===== config.mk =====
export PLATFORM = sky130hd
export DESIGN_NAME = tma_timer_array
export DESIGN_NICKNAME = d
export VERILOG_FILES = /design/src/pkg/tma_pkg.sv /design/src/rtl/tma_chan.sv /design/src/rtl/tma_timer_array.sv
export SDC_FILE = /design/constraint.sdc
export NUM_CORES = 1
export LEC_CHECK = 0
export BUFFER_PORTS_ARGS = -buffer_cell sky130_fd_sc_hd__buf_2
export CAP_MARGIN = 10
export CORE_AREA = 2 2 331 300
export CTS_BUF_LIST = sky130_fd_sc_hd__clkbuf_8
export DETAILED_ROUTE_END_ITERATION = 10
export DIE_AREA = 0 0 333 302
export PLACE_DENSITY = 0.54
export SLEW_MARGIN = 20
export SYNTH_ARGS = -nofsm -noshare
export SYNTH_HDL_FRONTEND = slang
export SYNTH_SLANG_ARGS = --single-unit
export TNS_END_PERCENT = 50

===== constraint.sdc =====
create_clock -name clk -period 2.8 [get_ports clk]
set_input_delay 0.56 -clock clk [delete_from_list [all_inputs] [get_ports clk]]
set_output_delay 0.56 -clock clk [all_outputs]
set_load 0.01 [all_outputs]

===== src/pkg/tma_pkg.sv =====
package tma_pkg;

  // ==========================================================
  // Widths
  // ==========================================================
  localparam int CNT_W    = 16;
  localparam int CHANNELS = 8;

  // ==========================================================
  // Counter constants
  // ==========================================================
  localparam logic [CNT_W-1:0] CNT_ZERO = 16'h0000;
  localparam logic [CNT_W-1:0] CNT_ONE  = 16'h0001;

  // ==========================================================
  // Modes and edge choices
  // ==========================================================
  typedef enum logic [3:0] {
    MODE_IDLE,
    MODE_INTERVAL,
    MODE_SQUARE,
    MODE_EVENT,
    MODE_DIVIDER,
    MODE_PULSE_INT,
    MODE_WIDTH,
    MODE_DELAY,
    MODE_CASCADE,
    MODE_SLAVE
  } tma_mode_t;

  typedef enum logic [1:0] {
    EDGE_RISE,
    EDGE_FALL,
    EDGE_BOTH
  } tma_edge_t;

  // ==========================================================
  // Carriers
  // ==========================================================
  typedef struct packed {
    logic             run;
    tma_mode_t        mode;
    tma_edge_t        edge_sel;
    logic [CNT_W-1:0] period;
  } tma_cfg_t;

  typedef struct packed {
    logic             irq;
    logic             wave;
    logic             cap_valid;
    logic [CNT_W-1:0] count;
    logic [CNT_W-1:0] capture;
  } tma_stat_t;

endpackage


===== src/rtl/tma_chan.sv =====
module tma_chan #(
  parameter bit ALLOW_DIV = 1'b0
) (
  input  wire logic              clk,
  input  wire logic              reset_n,
  input  wire tma_pkg::tma_cfg_t cfg,
  input  wire logic              rise,
  input  wire logic              fall,
  input  wire logic              tick,
  output tma_pkg::tma_stat_t     stat
);
  import tma_pkg::*;

  logic [CNT_W-1:0] count;
  logic [CNT_W-1:0] capture;
  logic             irq;
  logic             wave;
  logic             cap_valid;
  logic             running;
  logic             valid_edge;
  logic             start_edge;
  logic             stop_edge;
  logic             expired;
  logic             step;

  function automatic logic edge_hit(input tma_edge_t sel, input logic r, input logic f);
    case (sel)
      EDGE_RISE: edge_hit = r;
      EDGE_FALL: edge_hit = f;
      EDGE_BOTH: edge_hit = r | f;
      default:   edge_hit = 1'b0;
    endcase
  endfunction

  assign valid_edge = edge_hit(cfg.edge_sel, rise, fall);
  // Rising start measures the high level, falling start the low level
  assign start_edge = (cfg.edge_sel == EDGE_FALL) ? fall : rise;
  assign stop_edge  = (cfg.edge_sel == EDGE_FALL) ? rise : fall;
  assign expired    = (count <= CNT_ONE);
  assign step       = (cfg.mode == MODE_CASCADE) ? tick : valid_edge;

  // ==========================================================
  // Counter, capture and interrupt
  // ==========================================================
  always_ff @(posedge clk or negedge reset_n) begin
    if (!reset_n) begin
      count     <= CNT_ZERO;
      capture   <= CNT_ZERO;
      irq       <= 1'b0;
      cap_valid <= 1'b0;
      running   <= 1'b0;
    end else begin
      irq       <= 1'b0;
      cap_valid <= 1'b0;
      if (!cfg.run) begin
        count   <= cfg.period;
        running <= 1'b0;
      end else begin
        case (cfg.mode)
          MODE_INTERVAL, MODE_SQUARE: begin
            if (expired) begin
              count <= cfg.period;
              irq   <= 1'b1;
            end else begin
              count <= count - CNT_ONE;
            end
          end
          MODE_EVENT, MODE_CASCADE, MODE_DIVIDER: begin
            // Divider is only wired on the first channel
            if (step && (ALLOW_DIV || cfg.mode != MODE_DIVIDER)) begin
              if (expired) begin
                count <= cfg.period;
                irq   <= 1'b1;
              end else begin
                count <= count - CNT_ONE;
              end
            end
          end
          MODE_PULSE_INT: begin
            if (valid_edge) begin
              if (running) begin
                capture   <= count;
                cap_valid <= 1'b1;
                irq       <= 1'b1;
              end
              count   <= CNT_ZERO;
              running <= 1'b1;
            end else if (running) begin
              count <= count + CNT_ONE;
            end
          end
          MODE_WIDTH: begin
            if (!running && start_edge) begin
              count   <= CNT_ZERO;
              running <= 1'b1;
            end else if (running && stop_edge) begin
              capture   <= count;
              cap_valid <= 1'b1;
              irq       <= 1'b1;
              running   <= 1'b0;
            end else if (running) begin
              count <= count + CNT_ONE;
            end
          end
          MODE_DELAY: begin
            if (!running && valid_edge) begin
              count   <= cfg.period;
              running <= 1'b1;
            end else if (running) begin
              if (expired) begin
                irq     <= 1'b1;
                running <= 1'b0;
              end else begin
                count <= count - CNT_ONE;
              end
            end
          end
          MODE_SLAVE: begin
            // Master tick restarts the slave, so its period is the master's
            if (tick) begin
              count   <= cfg.period;
              running <= (cfg.period != CNT_ZERO);
            end else if (running) begin
              if (expired) begin
                irq     <= 1'b1;
                running <= 1'b0;
              end else begin
                count <= count - CNT_ONE;
              end
            end
          end
          default: begin
            count   <= cfg.period;
            running <= 1'b0;
          end
        endcase
      end
    end
  end

  // ==========================================================
  // Output waveform
  // ==========================================================
  always_ff @(posedge clk or negedge reset_n) begin
    if (!reset_n) begin
      wave <= 1'b0;
    end else if (!cfg.run) begin
      wave <= 1'b0;
    end else begin
      case (cfg.mode)
        MODE_SQUARE: wave <= wave ^ irq;
        MODE_DIVIDER: wave <= ALLOW_DIV ? (wave ^ irq) : 1'b0;
        MODE_SLAVE: begin
          if (tick) begin
            wave <= (cfg.period != CNT_ZERO);
          end else if (running && expired) begin
            wave <= 1'b0;
          end
        end
        default: wave <= 1'b0;
      endcase
    end
  end

  assign stat = '{irq: irq, wave: wave, cap_valid: cap_valid, count: count, capture: capture};

  // ==========================================================
  // Checks
  // ==========================================================
  chk_interval_reload: assert property (@(posedge clk) disable iff (!reset_n)
    (cfg.run && cfg.mode == MODE_INTERVAL && expired) ##1 (cfg.run && cfg.mode == MODE_INTERVAL)
      |-> irq && count == $past(cfg.period))
    else $error("interval reload missed");

  chk_square_toggle: assert property (@(posedge clk) disable iff (!reset_n)
    (irq && cfg.run && cfg.mode == MODE_SQUARE) ##1 (cfg.run && cfg.mode == MODE_SQUARE)
      |-> wave != $past(wave))
    else $error("square wave did not toggle");

  chk_event_on_edge: assert property (@(posedge clk) disable iff (!reset_n)
    (cfg.run && cfg.mode == MODE_EVENT && !valid_edge) ##1 (cfg.run && cfg.mode == MODE_EVENT)
      |-> $stable(count) && !irq)
    else $error("event count moved without an edge");

  chk_divider_gate: assert property (@(posedge clk) disable iff (!reset_n)
    (!ALLOW_DIV && cfg.mode == MODE_DIVIDER && $past(cfg.mode) == MODE_DIVIDER) |-> !wave)
    else $error("divider active on wrong channel");

  chk_capture_edge: assert property (@(posedge clk) disable iff (!reset_n)
    (cap_valid && $past(cfg.mode) == MODE_PULSE_INT) |-> $past(valid_edge) && capture == $past(count))
    else $error("capture without valid edge");

  chk_width_stop: assert property (@(posedge clk) disable iff (!reset_n)
    (cfg.run && cfg.mode == MODE_WIDTH && running && stop_edge) |=> cap_valid && !running)
    else $error("width capture missed");

  chk_delay_once: assert property (@(posedge clk) disable iff (!reset_n)
    (irq && $past(cfg.mode) == MODE_DELAY) |-> !running)
    else $error("delay counter kept running");

  chk_slave_start: assert property (@(posedge clk) disable iff (!reset_n)
    (cfg.run && cfg.mode == MODE_SLAVE && tick && cfg.period != CNT_ZERO) |=> wave)
    else $error("slave pulse did not start");

  cov_pulse_capture: cover property (@(posedge clk) cap_valid && cfg.mode == MODE_PULSE_INT);
  cov_slave_end: cover property (@(posedge clk) cfg.mode == MODE_SLAVE && wave ##1 !wave);
  cov_delay_done: cover property (@(posedge clk) irq && cfg.mode == MODE_DELAY);

endmodule // tma_chan


===== src/rtl/tma_timer_array.sv =====
// Contract
// - Eight independent channels, each with its own 16-bit counter.
// - Channels chain so one channel counts expiries of the nearest lower non-slave channel.
// - An independent channel ignores the modes of every other channel.
// - Interval mode raises its interrupt every programmed period.
// - Square mode toggles its output on each interrupt, 50% duty.
// - Event mode counts valid input edges, interrupting at the programmed count.
// - Only the first channel divides its input clock onto its output.
// - Pulse interval: start on valid edge, capture on the next one.
// - Width: start on one edge, capture on the opposite edge.
// - Delay: valid edge starts counting, interrupt after the programmed delay.
// - A master channel sets the cycle; slaves follow its ticks.
// - Master plus slave give a one-shot with set delay and width.
// - Master plus slave give PWM with set period and duty.
// - One master and up to seven slaves give shared-period PWM outputs.
module tma_timer_array #(
  parameter int CHANNELS = tma_pkg::CHANNELS,
  parameter int CNT_W    = tma_pkg::CNT_W
) (
  input  wire logic                              clk,
  input  wire logic                              reset_n,
  input  wire tma_pkg::tma_cfg_t [CHANNELS-1:0]  chan_cfg,
  // Bit 0 is first_chan_edge_in
  input  wire logic [CHANNELS-1:0]               chan_edge_in,
  // Bit 0 is first_chan_wave_out
  output logic [CHANNELS-1:0]                    chan_wave_out,
  output logic [CHANNELS-1:0]                    channel_irq,
  output logic [CHANNELS-1:0]                    chan_cap_valid,
  output logic [CHANNELS-1:0][CNT_W-1:0]         chan_count,
  output logic [CHANNELS-1:0][CNT_W-1:0]         chan_capture
);
  import tma_pkg::*;

  // ==========================================================
  // Elaboration checks
  // ==========================================================
  // The shared-period check watches channels 0 to 2
  if (CHANNELS < 3 || CHANNELS > 8) begin : g_bad_channels
    $error("CHANNELS must be 3 to 8");
  end
  if (CNT_W != tma_pkg::CNT_W) begin : g_bad_width
    $error("CNT_W must match the package counter width");
  end

  logic [CHANNELS-1:0] sync_a;
  logic [CHANNELS-1:0] sync_b;
  logic [CHANNELS-1:0] sync_prev;
  logic [CHANNELS-1:0] rise;
  logic [CHANNELS-1:0] fall;
  logic [CHANNELS-1:0] tick;
  tma_stat_t [CHANNELS-1:0] stat;

  // ==========================================================
  // Input synchronisers and edge detectors
  // ==========================================================
  // Two flops before any edge logic; the third flop only serves detection
  always_ff @(posedge clk or negedge reset_n) begin
    if (!reset_n) begin
      sync_a    <= '0;
      sync_b    <= '0;
      sync_prev <= '0;
    end else begin
      sync_a    <= chan_edge_in;
      sync_b    <= sync_a;
      sync_prev <= sync_b;
    end
  end

  assign rise = sync_b & ~sync_prev;
  assign fall = ~sync_b & sync_prev;

  // ==========================================================
  // Master tick distribution
  // ==========================================================
  // A slave or cascade channel follows the nearest lower non-slave channel,
  // so one master can steer every slave in the unbroken run of slaves directly above it
  assign tick[0] = 1'b0;
  for (genvar n = 1; n < CHANNELS; n++) begin : g_tick
    assign tick[n] = (chan_cfg[n-1].mode == MODE_SLAVE) ? tick[n-1] : stat[n-1].irq;

    // A chained channel steps once for every expiry of the nearest lower non-slave channel
    chk_cascade_tick: assert property (@(posedge clk) disable iff (!reset_n)
      (chan_cfg[n].run && chan_cfg[n].mode == MODE_CASCADE && chan_cfg[n-1].mode != MODE_SLAVE
        && stat[n-1].irq && stat[n].count > CNT_ONE)
        ##1 (chan_cfg[n].run && chan_cfg[n].mode == MODE_CASCADE)
        |-> stat[n].count == $past(stat[n].count) - CNT_ONE)
      else $error("cascade channel did not step on the lower expiry");
  end

  // ==========================================================
  // Channels
  // ==========================================================
  for (genvar n = 0; n < CHANNELS; n++) begin : g_chan
    // Each channel keeps private state; only the tick links them
    tma_chan #(
      .ALLOW_DIV (n == 0)
    ) u_chan (
      .clk     (clk),
      .reset_n (reset_n),
      .cfg     (chan_cfg[n]),
      .rise    (rise[n]),
      .fall    (fall[n]),
      .tick    (tick[n]),
      .stat    (stat[n])
    );

    assign chan_wave_out[n]  = stat[n].wave;
    assign channel_irq[n]    = stat[n].irq;
    assign chan_cap_valid[n] = stat[n].cap_valid;
    assign chan_count[n]     = stat[n].count;
    assign chan_capture[n]   = stat[n].capture;
  end

  // ==========================================================
  // Checks
  // ==========================================================
  chk_sync_latency: assert property (@(posedge clk) disable iff (!reset_n)
    $rose(chan_edge_in[0]) ##1 chan_edge_in[0] |=> rise[0])
    else $error("input edge not seen two cycles later");

  chk_shared_period: assert property (@(posedge clk) disable iff (!reset_n)
    (chan_cfg[0].mode != MODE_SLAVE && channel_irq[0] && chan_cfg[1].run
      && chan_cfg[1].mode == MODE_SLAVE && chan_cfg[2].run && chan_cfg[2].mode == MODE_SLAVE)
      |=> chan_count[1] == $past(chan_cfg[1].period)
        && chan_count[2] == $past(chan_cfg[2].period))
    else $error("slaves did not restart on the same master expiry");

  cov_pwm_pair: cover property (@(posedge clk)
    chan_cfg[1].mode == MODE_SLAVE && tick[1] ##1 chan_wave_out[1]);
  cov_divider: cover property (@(posedge clk)
    chan_cfg[0].mode == MODE_DIVIDER && $rose(chan_wave_out[0]));

endmodule // tma_timer_array


==> qor.yml, run 1 <==
cts_tree: "yes"
antenna_found_initial: 31
clk_pin_slew_worst_paths_ns: 0.06
fin_ws_ns: 0.0727
slew_headroom_pct: 55.8
syn_nets: 3261
wl_mm: 107
portBuffers: 473
ys.flop_type: "dfrtp_1"
worst_ep_arrival_time_ns: 3.32
post-synth-top-count-cell: "nand2_1"
period_share_pct: 97.4
wire_per_inst_um: 20.5
grt_pass1_vias: 26300
vias: 27800
fp.dieW_um: 333
start_util_pct: 24.8
status: "completed"
cellPowerDensity_mw_per_mm2: 487
clock_skew_ns: 0.0522
die_area_sq_mm: 0.101
via_per_inst: 5.35
synth_common_cells: "nand2_1 (316), dfrtp_1 (312), o21ai_0 (240)"
synth_edf_count: 0
crit_slowest_cell: "or4_4"
gp_congestion: 0.942
cts_sinks: 312
fmax_mhz: 367
cts_buffers: 69
area_delta_synth_final_pct: 37.2
drc: 0
synth_area_sq_mm: 0.0241
yosysSeqAreaShare_pct: 32.4
total_leakage_power_nw: 15.0
ys_async_sr_fraction_pct: 100
grt_max_degree: 66
hold_class: "in2reg"
synth_top_cell_by_area: "dfrtp_1"
cp_cell_sequence: "or4_4 > or4_4 > nor4_4 > buf_4 > a21oi_4 > o31ai_4 > buf_4 > buf_4 > o21ai_0 > a21oi_1 > o211ai_1"
hold_slack_ns: 0.107
worst-path-buf-inv: 3
clock_path_buffers: 3
irDropWorstVdd_uv: 352
htree_num_levels: 3
maxCapViolations: 0
synth_top_area_share_pct: 32.4
gr-total-overflow: 0
rr_startpoint: "g_chan[6].u_chan.count[10]"
period_minus_slack_ns: 2.73
grt_usage_pct: 20.3
crit_type: "reg2reg"
endpoint_kind: "flip-flop"
die_h_um: 302
rsz0062_at_grt: "yes"
finalSetupViolations: 0
syn_avg_cell_area_sq_um: 7.97
cpMostUsedCell: "buf_4"
post-place-ws_ns: -0.450
drv_slew: 0
syn_inst: 3027
dr.pass1.iters: 6
drive_gt1_share_pct: 33.2
slowest_delay_ns: 0.57
dp_hpwl_mm: 83.1
ios: 474
crit_required_ns: 3.39
synth.distinct_cells: 104
ant_nets: 0
synth.area.top_cells: "dfrtp_1 (32%), o21ai_0 (5.0%), nand2_1 (4.9%)"
clockRootBuffer: "clkbuf_8"
hold_viol: 0
cpLargestDelayFamily: "simple AND/OR/NAND/NOR gates"
final.fill_count: 10300
min_from: "chan_cfg[120]"
row_count: 109
nets: 4087
path_max_fanout: 4
grt_first_pass_wirelength_mm: 160
worst_slew_pin_slew_ns: 0.656
synth_seq_cells: 312
critPathLaunch: "g_chan[6].u_chan.count[10]"
clock_latency_ns: 0.72
core-area_sq_mm: 0.0974
yosysWarnings: 0
start_kind: "flip-flop"
drt_iter0_markers: 2254
logic make-up (layout without fill, tap and decap cells):
group,Yosys count,in the layout,synth area share [%]
and+or+nand+nor,1158,1158,24.3
AOI/OAI and AO/OA,998,998,28.0
buffers and inverters,343,1215,5.89
DFF,312,312,32.4
muxes,113,113,5.15
xor gates and xnor gates,63,63,2.29
adders and majority gates,40,40,2.07
other,0,16,0
what timing repair did:
| action | CTS | global route |
|---|---|---|
| setup buffers | 0 | 7 |
| pin swaps | 0 | 13 |
| resized for setup | 4 | 61 |
| setup endpoints to repair | 8 | 64 |
| hold buffers | 9 | 0 |
| endpoints found under the hold margin | 49 | 0 |
path summary, 6_finish.rpt:
path / to / cells past startpoint / slack, ns
worst max register to register: g_chan[6].u_chan.count[1] / 11 / 0.07
max in group asynchronous: g_chan[1].u_chan.count[3] / 3 / 1.60
worst min register to register: sync_b[7] / 0 / 0.34
min in group asynchronous: g_chan[7].u_chan.capture[14] / 2 / 0.39
worst max-delay path: g_chan[6].u_chan.count[1] / 11 / 0.07
worst min-delay path: g_chan[5].u_chan.count[5] / 3 / 0.11
state kept, by name, indices dropped and copies added, names as in the netlist:
name / flops
g_chan.u_chan.cap_valid: 8
g_chan.u_chan.capture: 128
g_chan.u_chan.count: 128
g_chan.u_chan.irq: 8
g_chan.u_chan.running: 8
g_chan.u_chan.wave: 8
sync_a: 8
sync_b: 8
sync_prev: 8
power by group:
part / leakage [nW] / internal (W) / switching (W)
Clock: 0.828 / 0.00348 / 0.00242
Sequential: 4.05 / 0.00488 / 0.000351
Combinational: 10.1 / 0.00207 / 0.00294
per-layer routing:
| layer | GRT usage (%) | part of all wire, % | wire length (um) |
|---|---|---|---|
| met4 | 8.16 | 3.5 | 3700 |
| met1 | 26.8 | 43 | 46300 |
| met3 | 5.92 | 8.7 | 9250 |
| met2 | 31.1 | 44 | 47300 |
| met5 | 0 | 0.10 | 109 |
layout by cell type (no fill, tap or decap), drive strengths merged, types with 15 or more instances in the layout:
| master | instances |
|---|---|
| nor2 | 239 |
| xnor2 | 35 |
| a22oi | 42 |
| o21a | 21 |
| mux2i | 24 |
| nand2b | 49 |
| o221ai | 18 |
| nor4 | 64 |
| xor2 | 28 |
| diode | 16 |
| or3 | 29 |
| and3 | 44 |
| a21oi | 197 |
| mux2 | 89 |
| nand4 | 44 |
| and2 | 24 |
| a21o | 17 |
| nor2b | 39 |
| clkbuf | 82 |
| ha | 40 |
| o211ai | 27 |
| buf | 992 |
| nor3 | 118 |
| o31ai | 32 |
| nand3 | 90 |
| a22o | 15 |
| a221o | 22 |
| a211oi | 33 |
| nand2 | 317 |
| a221oi | 39 |
| o22ai | 38 |
| inv | 111 |
| or4 | 15 |
| o21ai | 255 |
| or2 | 15 |
| a31oi | 51 |
| dfrtp | 312 |
| a32oi | 22 |
worst register-to-register path, stage by stage, from the launching register on:
cell,delay (ns)
dfrtp_2,0.44
or4_4,0.57
or4_4,0.51
nor4_4,0.15
buf_4,0.19
a21oi_4,0.05
o31ai_4,0.09
buf_4,0.16
buf_4,0.09
o21ai_0,0.07
a21oi_1,0.16
o211ai_1,0.11
metrics by stage:
step / util [%] / setup TNS (ns) / instance area, sq um / std cells / total power [W]
after floorplan: - / -0.00686 / 24100 / 3027 / 0.00777
after global placement: 32.0 / -25.89 / 31100 / 5042 / 0.0102
after detailed placement: 32.0 / -26.64 / 31100 / 5042 / 0.0102
after CTS: 33.6 / 0 / 32800 / 5168 / 0.0163
after global routing: 34.0 / -0.0212 / 33100 / 5188 / 0.0170
final: 34.0 / 0 / 33100 / 5191 / 0.0161
area by class of cell:
class	instances	area, sq um	share of cell area [%]
clock inverters	35	394	1.19
well taps	1276	1600	4.82
diodes	16	40.0	0.121
clock buffers	82	1130	3.41
flip-flops and latches	312	7810	23.6
multi-input cells	2372	15200	45.9
inverters	97	364	1.10
repair buffers	1001	6570	19.8
No activity file was read; power rests on OpenSTA's default activity.
==> inputs of run 2 (changes only) <==
CELL_PAD_IN_SITES_DETAIL_PLACEMENT = 1   (was not set)
CELL_PAD_IN_SITES_GLOBAL_PLACEMENT = 1   (was not set)
PLACE_DENSITY = 0.65   (was 0.54)
==> run 2 against run 1 <==
Compared with the run above:
- first-iteration DRC count fell by 20%
- critical path depth fell by 1
- setup slack got worse by 0.013 ns
- critical path type unchanged
- die area did not move
- worst hold slack improved by 0.00070 ns
- largest power group unchanged
- global-route usage rose by 1.5 points
- highest routed layer unchanged
- register-to-register slack barely moved
==> qor.yml, run 2 (synthesis gave the netlist of run 1 again) <==
critPathLaunch: "g_chan[3].u_chan.count[6]"
worst_slew_pin_slew_ns: 0.652  # -0.00406 ns
crit_type: "reg2reg"
gr-total-overflow: 0  # unchanged
start_kind: "flip-flop"
final_common_cell: "buf_4"
clock_skew_ns: 0.0389  # -0.0133 ns
status: "completed"
rr_startpoint: "g_chan[3].u_chan.count[6]"
portBuffers: 473  # unchanged
gp_congestion: 0.915  # -2.9%
irDropWorstVdd_uv: 310  # -12%
clockRootBuffer: "clkbuf_8"
fp.dieW_um: 333  # unchanged
finalSetupViolations: 0  # unchanged
drv_slew: 0  # unchanged
min_from: "chan_cfg[36]"
endpoint_kind: "flip-flop"
slowest_delay_ns: 0.55  # -0.02 ns
nets: 4133  # +1.1%
hold_slack_ns: 0.107  # +0.000701 ns
total_leakage_power_nw: 15.2  # +1.9%
dr.pass1.iters: 5  # -1
drive_gt1_share_pct: 34.0  # +0.80 points
utilization_pct: 34.5  # +0.46 points
row_count: 109  # unchanged
die_area_sq_mm: 0.101  # unchanged
crit_slowest_cell: "or4_4"
area_delta_synth_final_pct: 39.0
top_regs: "g_chan.u_chan.capture x128, g_chan.u_chan.count x128"
clock_latency_ns: 0.72  # about the same
via_per_inst: 5.41  # +1.2%
grt_max_degree: 51  # -23%
clock_path_buffers: 3  # unchanged
final_cell_mix: "buf_4 (536), buf_2 (472), nand2_1 (315), dfrtp_1 (310), nor2_1 (238)"
cp_cell_sequence: "or4_4 > or4b_4 > o32ai_2 > a21oi_1 > buf_4 > buf_6 > buf_4 > a221o_1 > nand3_1 > nand3_1"
start_util_pct: 24.8  # unchanged
multi_input_area_sq_mm: 0.0152  # +0.26%
setup_tns_ns: 0  # unchanged
dp_hpwl_mm: 89.2  # +7.5%
power_w: 0.0161  # -0.50%
die_h_um: 302  # unchanged
period_share_pct: 97.9  # +0.48 points
hold_class: "in2reg"
period_minus_slack_ns: 2.74  # +0.0135 ns
crit_required_ns: 3.36  # -0.03 ns
htree_num_levels: 3  # unchanged
ios: 474  # unchanged
hold_viol: 0  # unchanged
drt_iter0_markers: 1801  # -20%
final.fill_count: 11900  # +15%
slew_headroom_pct: 56.1  # +0.33 points
maxCapViolations: 0  # unchanged
fmax_mhz: 365  # -0.49%
seqCellArea_sq_mm: 0.00781  # about the same
wl_mm: 114  # +7.2%
path_max_fanout: 8  # +4
rsz0062_at_grt: "yes"
cts_buffers: 71  # +2.9%
ant_nets: 0  # unchanged
worst_ep_arrival_time_ns: 3.30  # -0.02 ns
cts_tree: "yes"
cts_sinks: 312  # unchanged
wire_per_inst_um: 21.8  # +6.1%
clk_pin_slew_worst_paths_ns: 0.07  # about the same
cellPowerDensity_mw_per_mm2: 478  # -1.8%
grt_first_pass_wirelength_mm: 172  # +7.9%
drc: 0  # unchanged
antenna_found_initial: 29  # -6.5%
vias: 28400  # +2.2%
core-area_sq_mm: 0.0974  # unchanged
grt_pass1_vias: 28500  # +8.4%
grt_usage_pct: 21.8  # +1.5 points
-- run 2: layout make-up --
type / count / share of cell area, %
diodes: 16 / 0.119
clock buffers: 86 / 3.53
clock inverters: 42 / 0.861
inverters: 97 / 1.09
multi-input cells: 2372 / 45.4
flip-flops and latches: 312 / 23.3
well taps: 1276 / 4.76
repair buffers: 1045 / 20.9
-- run 2: worst paths after layout --
check / end / slack [ns] / cells past startpoint
setup reg to reg: g_chan[3].u_chan.count[9] / 0.06 / 10
min in group asynchronous: g_chan[7].u_chan.count[11] / 0.43 / 2
max in group asynchronous: g_chan[2].u_chan.count[12] / 1.50 / 4
hold / removal: g_chan[1].u_chan.count[13] / 0.11 / 3
hold reg to reg: sync_b[5] / 0.35 / 0
setup / recovery: g_chan[3].u_chan.count[9] / 0.06 / 10
-- run 2: what timing repair did --
item                       in CTS  in global routing
resized for setup              13                 60
hold endpoints to repair       50                  0
setup buffers                   0                 14
setup endpoints to repair      15                 86
hold buffers                    9                  0
pin swaps                       1                 10
cloned                          0                  1
-- run 2: routing by layer --
metal	vias up	share of wire [%]	global-route usage, %
met5	-	0.11	0
met4	22	4.1	9.55
met3	250	7.2	5.87
met2	908	45	33.8
met1	14100	44	28.5
li1	13100	-	-
-- run 2: critical path: cells and delay by family, from the launching register on --
kind	cells	cell delay [ns]
AOI/OAI and AO/OA	3	0.58
buffers and inverters	3	0.44
DFF	1	0.37
and+or+nand+nor	4	1.23
-- run 2: per-stage QoR --
step	std cells	setup WS, ns	area [sq um]
after floorplan	3027	-0.00686	24100
after global placement	5078	-0.549	31500
after detailed placement	5078	-0.595	31500
after CTS	5215	0.00164	33100
after global routing	5244	-0.0823	33500
final	5246	0.0592	33500
-- run 2: report_power, final --
part / internal (W) / switching, W
registers: 0.00488 / 0.000345
clock network: 0.00315 / 0.00246
logic: 0.00215 / 0.00307
